$ cat config.mk
export PLATFORM = sky130hd
export DESIGN_NAME = adcc_ctrl
export DESIGN_NICKNAME = d
export VERILOG_FILES = /design/src/core/adcc_pkg.sv /design/src/core/adcc_ctrl.sv /design/src/core/adcc_sar_step.sv
export SDC_FILE = /design/constraint.sdc
export NUM_CORES = 1
export LEC_CHECK = 0
export BUFFER_PORTS_ARGS = -buffer_cell sky130_fd_sc_hd__buf_2
export CAP_MARGIN = 20
export CORE_MARGIN = 2
export CORE_UTILIZATION = 36
export CTS_CLUSTER_SIZE = 14
export DETAILED_ROUTE_END_ITERATION = 10
export SLEW_MARGIN = 10
export SYNTH_ARGS = -nofsm -noshare
export SYNTH_HDL_FRONTEND = slang
export SYNTH_SLANG_ARGS = --single-unit
$ cat constraint.sdc
create_clock -name i_clk_sys -period 2.14 [get_ports i_clk_sys]
set_input_delay 0.214 -clock i_clk_sys [delete_from_list [all_inputs] [get_ports i_clk_sys]]
set_output_delay 0.214 -clock i_clk_sys [all_outputs]
set_load 0.05 [all_outputs]
$ cat src/core/adcc_pkg.sv
// Purpose: shared constants, register layouts and helpers of the converter control block
// Assumes: one cycle clock, synchronous active-high reset
// Notes:   register images travel as packed 8-bit structs
// Operation
// - resolution bit 0 selects twelve-bit conversion
// - time bits pick division ratio, 1/01 is 1/32
// - control bits 7..4 choose the input channel
// - writing start bit 1 begins an operation
// - completion sets flag and clears start together
// - enabled flag raises the completion interrupt
// - compare bit selects comparator mode, needs offset
// - comparison lasts 28 over ratio plus two
// - low byte bit 7 gives comparison outcome
// - writing start 0 mid-operation aborts it
// - reset clears start and halts at once
// - twelve-bit result splits high byte, low nibble
// - conversion lasts 52 over ratio plus two, doubled first
package adcc_pkg;

  typedef struct packed {
    logic [3:0] channel;
    logic       cmp;
    logic       start;
    logic       flag;
    logic       irq_en;
  } adcc_ctrl_s;

  typedef struct packed {
    logic       fixed_hi;
    logic       resolution_select;
    logic [2:0] fixed_mid;
    logic       offs;
    logic [1:0] tdiv_lo;
  } adcc_mode_s;

  typedef struct packed {
    logic [3:0] data;
    logic [2:0] fixed_mid;
    logic       tdiv_hi;
  } adcc_rlow_s;

  typedef enum logic {
    ADCC_ST_IDLE,
    ADCC_ST_RUN
  } adcc_state_e;

  localparam int         ADCC_RES_W    = 12;
  localparam int         ADCC_CNT_W    = 8;
  localparam int         ADCC_STEP_CYC = 3;
  localparam logic [7:0] ADCC_BASE_12  = 8'h34;
  localparam logic [7:0] ADCC_BASE_8   = 8'h20;
  localparam logic [7:0] ADCC_BASE_CMP = 8'h1C;
  localparam logic [7:0] ADCC_EXTRA    = 8'h02;
  localparam logic [7:0] ADCC_RST_BYTE = 8'h00;
  localparam logic [3:0] ADCC_LAST_12  = 4'h0;
  localparam logic [3:0] ADCC_LAST_8   = 4'h4;
  localparam logic [11:0] ADCC_SAR_SEED = 12'h800;

  // operation length in cycle-clock periods; the ratio is a power of two so a shift divides, dropping any remainder
  function automatic logic [7:0] adcc_op_cycles(input logic is_cmp, input logic resolution_select,
                                                input logic [2:0] sel, input logic dbl);
    logic [7:0] base;
    logic [7:0] len;
    base = is_cmp ? ADCC_BASE_CMP : (resolution_select ? ADCC_BASE_8 : ADCC_BASE_12);
    len  = (base >> sel) + ADCC_EXTRA;
    adcc_op_cycles = (dbl && !is_cmp && !resolution_select) ? {len[6:0], 1'b0} : len;
  endfunction : adcc_op_cycles

endpackage : adcc_pkg

$ cat src/core/adcc_ctrl.sv
// Purpose: control, timing and result capture of the converter / comparator
// Assumes: register writes arrive as one-cycle strobes from the cpu clock domain
// Notes:   the analog comparator output is asynchronous and is synchronised here
`timescale 1ns/1ps
module adcc_ctrl (
  input  wire logic                   i_clk_sys,
  input  wire logic                   i_reset,
  input  wire logic                   i_ctrl_wr,
  input  wire adcc_pkg::adcc_ctrl_s   i_ctrl_wdata,
  input  wire logic                   i_mode_wr,
  input  wire adcc_pkg::adcc_mode_s   i_mode_wdata,
  input  wire logic                   i_rlow_wr,
  input  wire adcc_pkg::adcc_rlow_s   i_rlow_wdata,
  input  wire logic                   i_rhigh_wr,
  input  wire logic [7:0]             i_rhigh_wdata,
  input  wire logic                   i_analog_above,
  output adcc_pkg::adcc_ctrl_s        o_ctrl_reg,
  output adcc_pkg::adcc_mode_s        o_mode_reg,
  output adcc_pkg::adcc_rlow_s        o_rlow_reg,
  output logic [7:0]                  o_rhigh_reg,
  output logic                        o_irq,
  output logic                        o_converting,
  output logic [3:0]                  o_sample_channel,
  output logic                        o_offset_comp,
  output logic [11:0]                 o_trial_code
);

  adcc_pkg::adcc_state_e state;
  logic [7:0]            cnt;
  logic                  above_meta;
  logic                  above_s;
  logic                  first12;
  logic                  op_cmp;
  logic                  op_resolution_select;
  logic                  start_go;
  logic                  abort;
  logic                  done;
  logic [2:0]            div_sel;
  logic [7:0]            next_len;
  logic [7:0]            run_len;
  logic [7:0]            op_len;

  assign div_sel  = {o_rlow_reg.tdiv_hi, o_mode_reg.tdiv_lo};
  // the compare bit of the start write itself applies, so software may set compare and start together
  assign next_len = adcc_pkg::adcc_op_cycles(i_ctrl_wdata.cmp, o_mode_reg.resolution_select, div_sel, first12);
  assign abort    = i_ctrl_wr && !i_ctrl_wdata.start && (state == adcc_pkg::ADCC_ST_RUN);
  assign done     = (state == adcc_pkg::ADCC_ST_RUN) && (cnt == 8'h01) && !abort;
  // a write of start while already running does not restart the operation
  assign start_go = i_ctrl_wr && i_ctrl_wdata.start && (state == adcc_pkg::ADCC_ST_IDLE || done);

  //////////////////////////////////////////////////////////////////////////////
  always_ff @(posedge i_clk_sys) begin
    if (i_reset) begin
      above_meta <= 1'b0;
      above_s    <= 1'b0;
    end else begin
      above_meta <= i_analog_above;
      above_s    <= above_meta;
    end
  end

  //////////////////////////////////////////////////////////////////////////////
  // state and cycle counter; reset drops any operation at once
  always_ff @(posedge i_clk_sys) begin
    if (i_reset) begin
      state <= adcc_pkg::ADCC_ST_IDLE;
      cnt   <= 8'h00;
    end else if (start_go) begin
      state <= adcc_pkg::ADCC_ST_RUN;
      cnt   <= next_len;
    end else if (abort || done) begin
      state <= adcc_pkg::ADCC_ST_IDLE;
      cnt   <= 8'h00;
    end else if (state == adcc_pkg::ADCC_ST_RUN) begin
      cnt <= cnt - 8'h01;
    end
  end

  always_ff @(posedge i_clk_sys) begin
    if (i_reset) begin
      op_cmp           <= 1'b0;
      op_resolution_select         <= 1'b0;
      op_len           <= 8'h00;
      o_sample_channel <= 4'h0;
    end else if (start_go) begin
      op_cmp           <= i_ctrl_wdata.cmp;
      op_resolution_select         <= o_mode_reg.resolution_select;
      op_len           <= next_len;
      o_sample_channel <= i_ctrl_wdata.channel;
    end
  end

  // first twelve-bit conversion after reset or after leaving eight-bit mode runs twice as long
  always_ff @(posedge i_clk_sys) begin
    if (i_reset) begin
      first12 <= 1'b1;
    end else if (i_mode_wr && o_mode_reg.resolution_select && !i_mode_wdata.resolution_select) begin
      first12 <= 1'b1;
    end else if (start_go && !i_ctrl_wdata.cmp && !o_mode_reg.resolution_select) begin
      first12 <= 1'b0;
    end
  end

  //////////////////////////////////////////////////////////////////////////////
  always_ff @(posedge i_clk_sys) begin
    if (i_reset) begin
      o_ctrl_reg <= adcc_pkg::adcc_ctrl_s'(adcc_pkg::ADCC_RST_BYTE);
    end else begin
      if (i_ctrl_wr) begin
        o_ctrl_reg <= i_ctrl_wdata;
      end
      // completion beats a same-cycle software clear of the flag
      if (done) begin
        o_ctrl_reg.flag <= 1'b1;
        if (!start_go) begin
          o_ctrl_reg.start <= 1'b0;
        end
      end
    end
  end

  always_ff @(posedge i_clk_sys) begin
    if (i_reset) begin
      o_mode_reg <= adcc_pkg::adcc_mode_s'(adcc_pkg::ADCC_RST_BYTE);
    end else if (i_mode_wr) begin
      o_mode_reg           <= i_mode_wdata;
      o_mode_reg.fixed_hi  <= 1'b0;
      o_mode_reg.fixed_mid <= 3'h0;
    end
  end

  // result bytes double as plain storage; a completion that stores into a byte overrides a same-cycle write to it
  always_ff @(posedge i_clk_sys) begin
    if (i_reset) begin
      o_rlow_reg <= adcc_pkg::adcc_rlow_s'(adcc_pkg::ADCC_RST_BYTE);
    end else if (done && op_cmp) begin
      o_rlow_reg.data[3] <= above_s;
    end else if (done && !op_resolution_select) begin
      o_rlow_reg.data <= o_trial_code[3:0];
    end else if (i_rlow_wr) begin
      o_rlow_reg           <= i_rlow_wdata;
      o_rlow_reg.fixed_mid <= 3'h0;
    end
  end

  always_ff @(posedge i_clk_sys) begin
    if (i_reset) begin
      o_rhigh_reg <= adcc_pkg::ADCC_RST_BYTE;
    end else if (done && !op_cmp) begin
      o_rhigh_reg <= o_trial_code[11:4];
    end else if (i_rhigh_wr) begin
      o_rhigh_reg <= i_rhigh_wdata;
    end
  end

  assign o_irq         = o_ctrl_reg.flag && o_ctrl_reg.irq_en;
  assign o_converting  = (state == adcc_pkg::ADCC_ST_RUN);
  assign o_offset_comp = o_mode_reg.offs;

  //////////////////////////////////////////////////////////////////////////////
  // comparator mode holds the reference as a fixed trial level instead of walking bits
  adcc_sar_step #(
    .RES_W (adcc_pkg::ADCC_RES_W)
  ) i_adcc_sar_step (
    .i_clk_sys  (i_clk_sys),
    .i_reset    (i_reset),
    .i_load     (start_go),
    .i_stop     (abort),
    .i_hold     (i_ctrl_wdata.cmp),
    .i_seed     (i_ctrl_wdata.cmp ? {o_rhigh_reg, 4'h0} : adcc_pkg::ADCC_SAR_SEED),
    .i_last_bit (o_mode_reg.resolution_select ? adcc_pkg::ADCC_LAST_8 : adcc_pkg::ADCC_LAST_12),
    .i_above    (above_s),
    .o_trial    (o_trial_code)
  );

  //////////////////////////////////////////////////////////////////////////////
  always_ff @(posedge i_clk_sys) begin
    if (i_reset || start_go) begin
      run_len <= 8'h00;
    end else if (state == adcc_pkg::ADCC_ST_RUN) begin
      run_len <= run_len + 8'h01;
    end
  end

  a_start_begins: assert property (@(posedge i_clk_sys) disable iff (i_reset)
    start_go |=> o_converting && o_ctrl_reg.start)
    else $error("start write did not begin an operation");

  a_done_flag_start: assert property (@(posedge i_clk_sys) disable iff (i_reset)
    done && !start_go |=> o_ctrl_reg.flag && !o_ctrl_reg.start && !o_converting)
    else $error("completion did not set flag and clear start");

  a_flag_held: assert property (@(posedge i_clk_sys) disable iff (i_reset)
    o_ctrl_reg.flag && !(i_ctrl_wr && !i_ctrl_wdata.flag) |=> o_ctrl_reg.flag)
    else $error("completion flag dropped without software clear");

  a_irq_on_flag: assert property (@(posedge i_clk_sys) disable iff (i_reset)
    done && o_ctrl_reg.irq_en && !i_ctrl_wr |=> o_irq)
    else $error("enabled completion raised no interrupt");

  a_run_length: assert property (@(posedge i_clk_sys) disable iff (i_reset)
    done |-> (run_len + 8'h01) == op_len)
    else $error("operation length differs from programmed time");

  a_cmp_result: assert property (@(posedge i_clk_sys) disable iff (i_reset)
    done && op_cmp && !i_rhigh_wr |=> o_rlow_reg.data[3] == $past(above_s) && o_rhigh_reg == $past(o_rhigh_reg))
    else $error("comparison outcome not stored or reference lost");

  a_conv12_store: assert property (@(posedge i_clk_sys) disable iff (i_reset)
    done && !op_cmp && !op_resolution_select |=> {o_rhigh_reg, o_rlow_reg.data} == $past(o_trial_code))
    else $error("twelve-bit result stored wrongly");

  a_abort_stops: assert property (@(posedge i_clk_sys) disable iff (i_reset)
    abort |=> !o_converting && !$rose(o_ctrl_reg.flag))
    else $error("abort did not stop the operation");

  a_reset_halts: assert property (@(posedge i_clk_sys)
    i_reset |=> !o_converting && !o_ctrl_reg.start && !o_ctrl_reg.flag)
    else $error("reset did not halt the converter");

  a_channel_taken: assert property (@(posedge i_clk_sys) disable iff (i_reset)
    start_go |=> o_sample_channel == $past(i_ctrl_wdata.channel))
    else $error("sampled channel differs from channel field");

endmodule : adcc_ctrl

$ cat src/core/adcc_sar_step.sv
// Purpose: successive-approximation trial register driving the analog trial code
// Assumes: i_above is already synchronised; one decision every step period
// Notes:   a short conversion time captures the code mid-walk; the walk runs on, with the bit under trial at 1 and lower bits at 0
`timescale 1ns/1ps
module adcc_sar_step #(
  parameter int RES_W = adcc_pkg::ADCC_RES_W
) (
  input  wire logic             i_clk_sys,
  input  wire logic             i_reset,
  input  wire logic             i_load,
  input  wire logic             i_stop,
  input  wire logic             i_hold,
  input  wire logic [RES_W-1:0] i_seed,
  input  wire logic [3:0]       i_last_bit,
  input  wire logic             i_above,
  output logic      [RES_W-1:0] o_trial
);

  logic       active;
  logic [3:0] bit_pos;
  logic [1:0] step;

  //////////////////////////////////////////////////////////////////////////////
  always_ff @(posedge i_clk_sys) begin
    if (i_reset || i_stop) begin
      o_trial <= '0;
      active  <= 1'b0;
      bit_pos <= 4'h0;
      step    <= 2'h0;
    end else if (i_load) begin
      o_trial <= i_seed;
      bit_pos <= 4'(RES_W - 1);
      step    <= 2'h0;
      active  <= !i_hold;
    end else if (active) begin
      if (step == 2'(adcc_pkg::ADCC_STEP_CYC - 1)) begin
        step <= 2'h0;
        // drop the trial bit when the input sits below the trial level
        if (!i_above) begin
          o_trial[bit_pos] <= 1'b0;
        end
        if (bit_pos == i_last_bit) begin
          active <= 1'b0;
        end else begin
          bit_pos              <= bit_pos - 4'h1;
          o_trial[bit_pos-4'h1] <= 1'b1;
        end
      end else begin
        step <= step + 2'h1;
      end
    end
  end

endmodule : adcc_sar_step

==> results.json <==
{
  "ios": 90,
  "p_per_area_mw_per_mm2": 744,
  "ys_seq_area_share_pct": 37.3,
  "largest_register_ffs": 12,
  "p_comb_share_pct": 21.3,
  "synth_edf_count": 0,
  "grt_overflow_total": 0,
  "regMostFlops": "i_adcc_sar_step.o_trial",
  "cts_buffers": 9,
  "worst_pin_slew_ns": 0.654,
  "swShare_pct": 33.0,
  "met1_length_um": 4270,
  "fin_crit_ns": 1.98,
  "finalCritPeriodShare_pct": 92.3,
  "synthFlopType": "dfxtp_1",
  "setup_viol": 0,
  "top_layer": "met4",
  "synth_top_cell_by_area": "dfxtp_1",
  "syn_inst": 412,
  "hp-class": "in -> reg",
  "final_cells": 597,
  "nets": 524,
  "stdcell_area_mm2": 0.00402,
  "ys_seq_elements": 62,
  "vias": 3172,
  "final-hold-violation-count": 0,
  "finalWeightedCongestion": 0.931,
  "clkTransAtPathRegs_ns": 0.07,
  "dpl_cell_area_mm2": 0.00380,
  "leakagePower_nw": 1.72,
  "arrival_ns": 2.20,
  "die-area_mm2": 0.0100,
  "dp_cells": 582,
  "grt_first_pass_wirelength_um": 14500,
  "syn_area_mm2": 0.00333,
  "grt_max_degree": 21,
  "area_growth_pct": 20.6,
  "worst_ir_drop_vdd_mv": 0.254,
  "dp_hpwl_um": 6180,
  "htreeDepth": 3,
  "viasPerCell": 5.31,
  "maxCapViolCount": 0,
  "intPower_mw": 2.00,
  "grt_pass1_vias": 3014,
  "drtAntennaViolNets": 0,
  "critPathKind": "reg -> reg",
  "n_antenna_cell": 0,
  "cts_root_buf": "clkbuf_8",
  "power.share.clock_pct": 35.1,
  "drv_slew": 0,
  "die_x_um": 100,
  "async_flop_share_pct": 0,
  "hold_slack_ns": 0.0971,
  "timing.reg2reg.setup_slack_ns": 0.16,
  "required_ns": 2.36,
  "slew_headroom_pct": 56.0,
  "antenna_found_initial": 0,
  "coreArea_mm2": 0.00911,
  "critPathMaxFanout": 16,
  "tritoncts": "yes",
  "tns_ns": 0,
  "drtIter0Drc": 210,
  "post-route-util_pct": 44.1,
  "first_pass_iters": 4,
  "synth_cell_type_count": 58,
  "status": "finished clean",
  "dr_wl_met2_um": 3730,
  "skew_ns": 0.00876,
  "yosys_warnings": 0,
  "rows": 35,
  "cts.sinks": 62,
  "post_drt_wl_per_cell_um": 14.4,
  "rsz0062_at_grt": "no",
  "portBuffers": 75,
  "clk-insertion-delay-late_ns": 0.34,
  "routed_wl_um": 8580,
  "fp.dieH_um": 100,
  "max_freq_mhz": 506,
  "grt.total_usage_pct": 17.8,
  "cts_buffer_depth": 2,
  "worstSetupEndpointType": "flop",
  "p_sw_mw": 0.985,
  "netlist_top_cells_area": "dfxtp_1, mux2i_1, nor2_1, a21oi_1, nand2_1",
  "drc": 0,
  "seqPwrFrac_pct": 43.5,
  "wl_met3_um": 397,
  "drive_gt1_share_pct": 24.5,
  "synth_top_area_share_pct": 37.3,
  "start_util_pct": 36.6,
  "crit_path_start_kind": "flop",
  "synth_area_per_cell_um2": 8.09
}
==> cells in the mapped netlist, types with 2 or more instances <==
cell type,instances
dfxtp_1,62
nor2_1,50
nand2_1,42
a21oi_1,33
mux2i_1,26
clkbuf_1,20
o21ai_0,17
nand3_1,16
a211oi_1,13
nor2b_1,11
nand2b_1,10
nor3_1,10
inv_1,9
buf_4,8
buf_2,5
a31oi_1,4
o21a_1,4
o311ai_0,4
o31ai_1,4
or3_1,4
a211oi_2,3
a32oi_1,3
and3_1,3
buf_1,3
ha_1,3
nand3b_1,3
o32ai_1,3
xnor2_1,3
xor2_1,3
a21o_1,2
a22oi_1,2
and3b_1,2
nand4_1,2
==> per-layer routing <==
layer	GRT usage (%)	vias up
li1	-	1591
met2	27.3	91
met3	3.06	15
met4	7.27	0
met1	24.8	1475
met5	0	-
==> path summary, 6_finish.rpt <==
kind | cells after the start | end | from
max reg2reg | 6 | o_rhigh_reg[3] | cnt[3]
min | 2 | above_meta | i_analog_above
min reg2reg | 2 | o_sample_channel[1] | o_sample_channel[1]
max | 6 | o_rhigh_reg[3] | cnt[3]
==> through the flow <==
| step | total power, mW | setup WS (ns) |
|---|---|---|
| floorplan | 1.80 | 0.0845 |
| global placement | 1.94 | 0.100 |
| detailed placement | 1.95 | 0.0348 |
| CTS | 3.01 | 0.0186 |
| global route | 3.13 | 0.00353 |
| finish | 2.99 | 0.164 |
==> layout make-up <==
cell class / count / area (µm²)
Fill cell: 928 / 5090
Multi-Input combinational cell: 310 / 1920
Sequential cell: 62 / 1240
Timing Repair Buffer: 90 / 488
Tap cell: 111 / 139
Clock buffer: 10 / 138
Clock inverter: 5 / 58.8
Inverter: 9 / 33.8
==> worst max-delay path, stage by stage, from the launching register on <==
cell	delay, ns
dfxtp_1	0.37
or4_4	0.57
nor2_1	0.35
nand3_2	0.14
buf_4	0.22
nor2_1	0.14
a211oi_2	0.06
==> layout by cell type (no fill, tap or decap), types with 3 or more instances in the layout <==
cell,netlist,final
a211oi_1,13,13
a211oi_2,3,3
a21oi_1,33,33
a31oi_1,4,4
a32oi_1,3,3
and3_1,3,3
buf_2,5,75
buf_4,8,15
clkbuf_8,0,10
conb_1,1,7
dfxtp_1,62,62
ha_1,3,3
inv_1,9,9
mux2i_1,26,26
nand2_1,42,42
nand2b_1,10,10
nand3_1,16,16
nand3b_1,3,3
nor2_1,50,50
nor2b_1,11,11
nor3_1,10,10
o21a_1,4,4
o21ai_0,17,17
o311ai_0,4,4
o31ai_1,4,4
o32ai_1,3,3
or3_1,4,4
xnor2_1,3,3
xor2_1,3,3
==> logic make-up (layout without fill, tap and decap cells) <==
logic type	after synthesis	after routing	synth area share, %
AO/OA/AOI/OAI	104	104	21.0
XOR/XNOR	6	6	1.58
adder cells (fa/ha/maj)	3	3	1.13
buffers and inverters	46	114	6.50
flip-flops	62	62	37.3
multiplexers	26	26	7.81
other	1	7	0.113
AND/OR/NAND/NOR	164	164	24.6
==> power by group through the flow <==
stage	sequential [mW]	combinational [mW]	clock [mW]
after global placement	1.32	0.625	0
after CTS	1.30	0.634	1.07
after global routing	1.31	0.697	1.12
after detailed placement	1.32	0.631	0
after floorplan	1.44	0.369	0
final	1.30	0.637	1.05
==> timing repair <==
action	CTS	global route
buffers inserted	0	0
endpoints found under the setup margin	0	28
hold buffers	0	0
gates resized for setup	0	3
No activity file was read; power rests on OpenSTA's default activity.
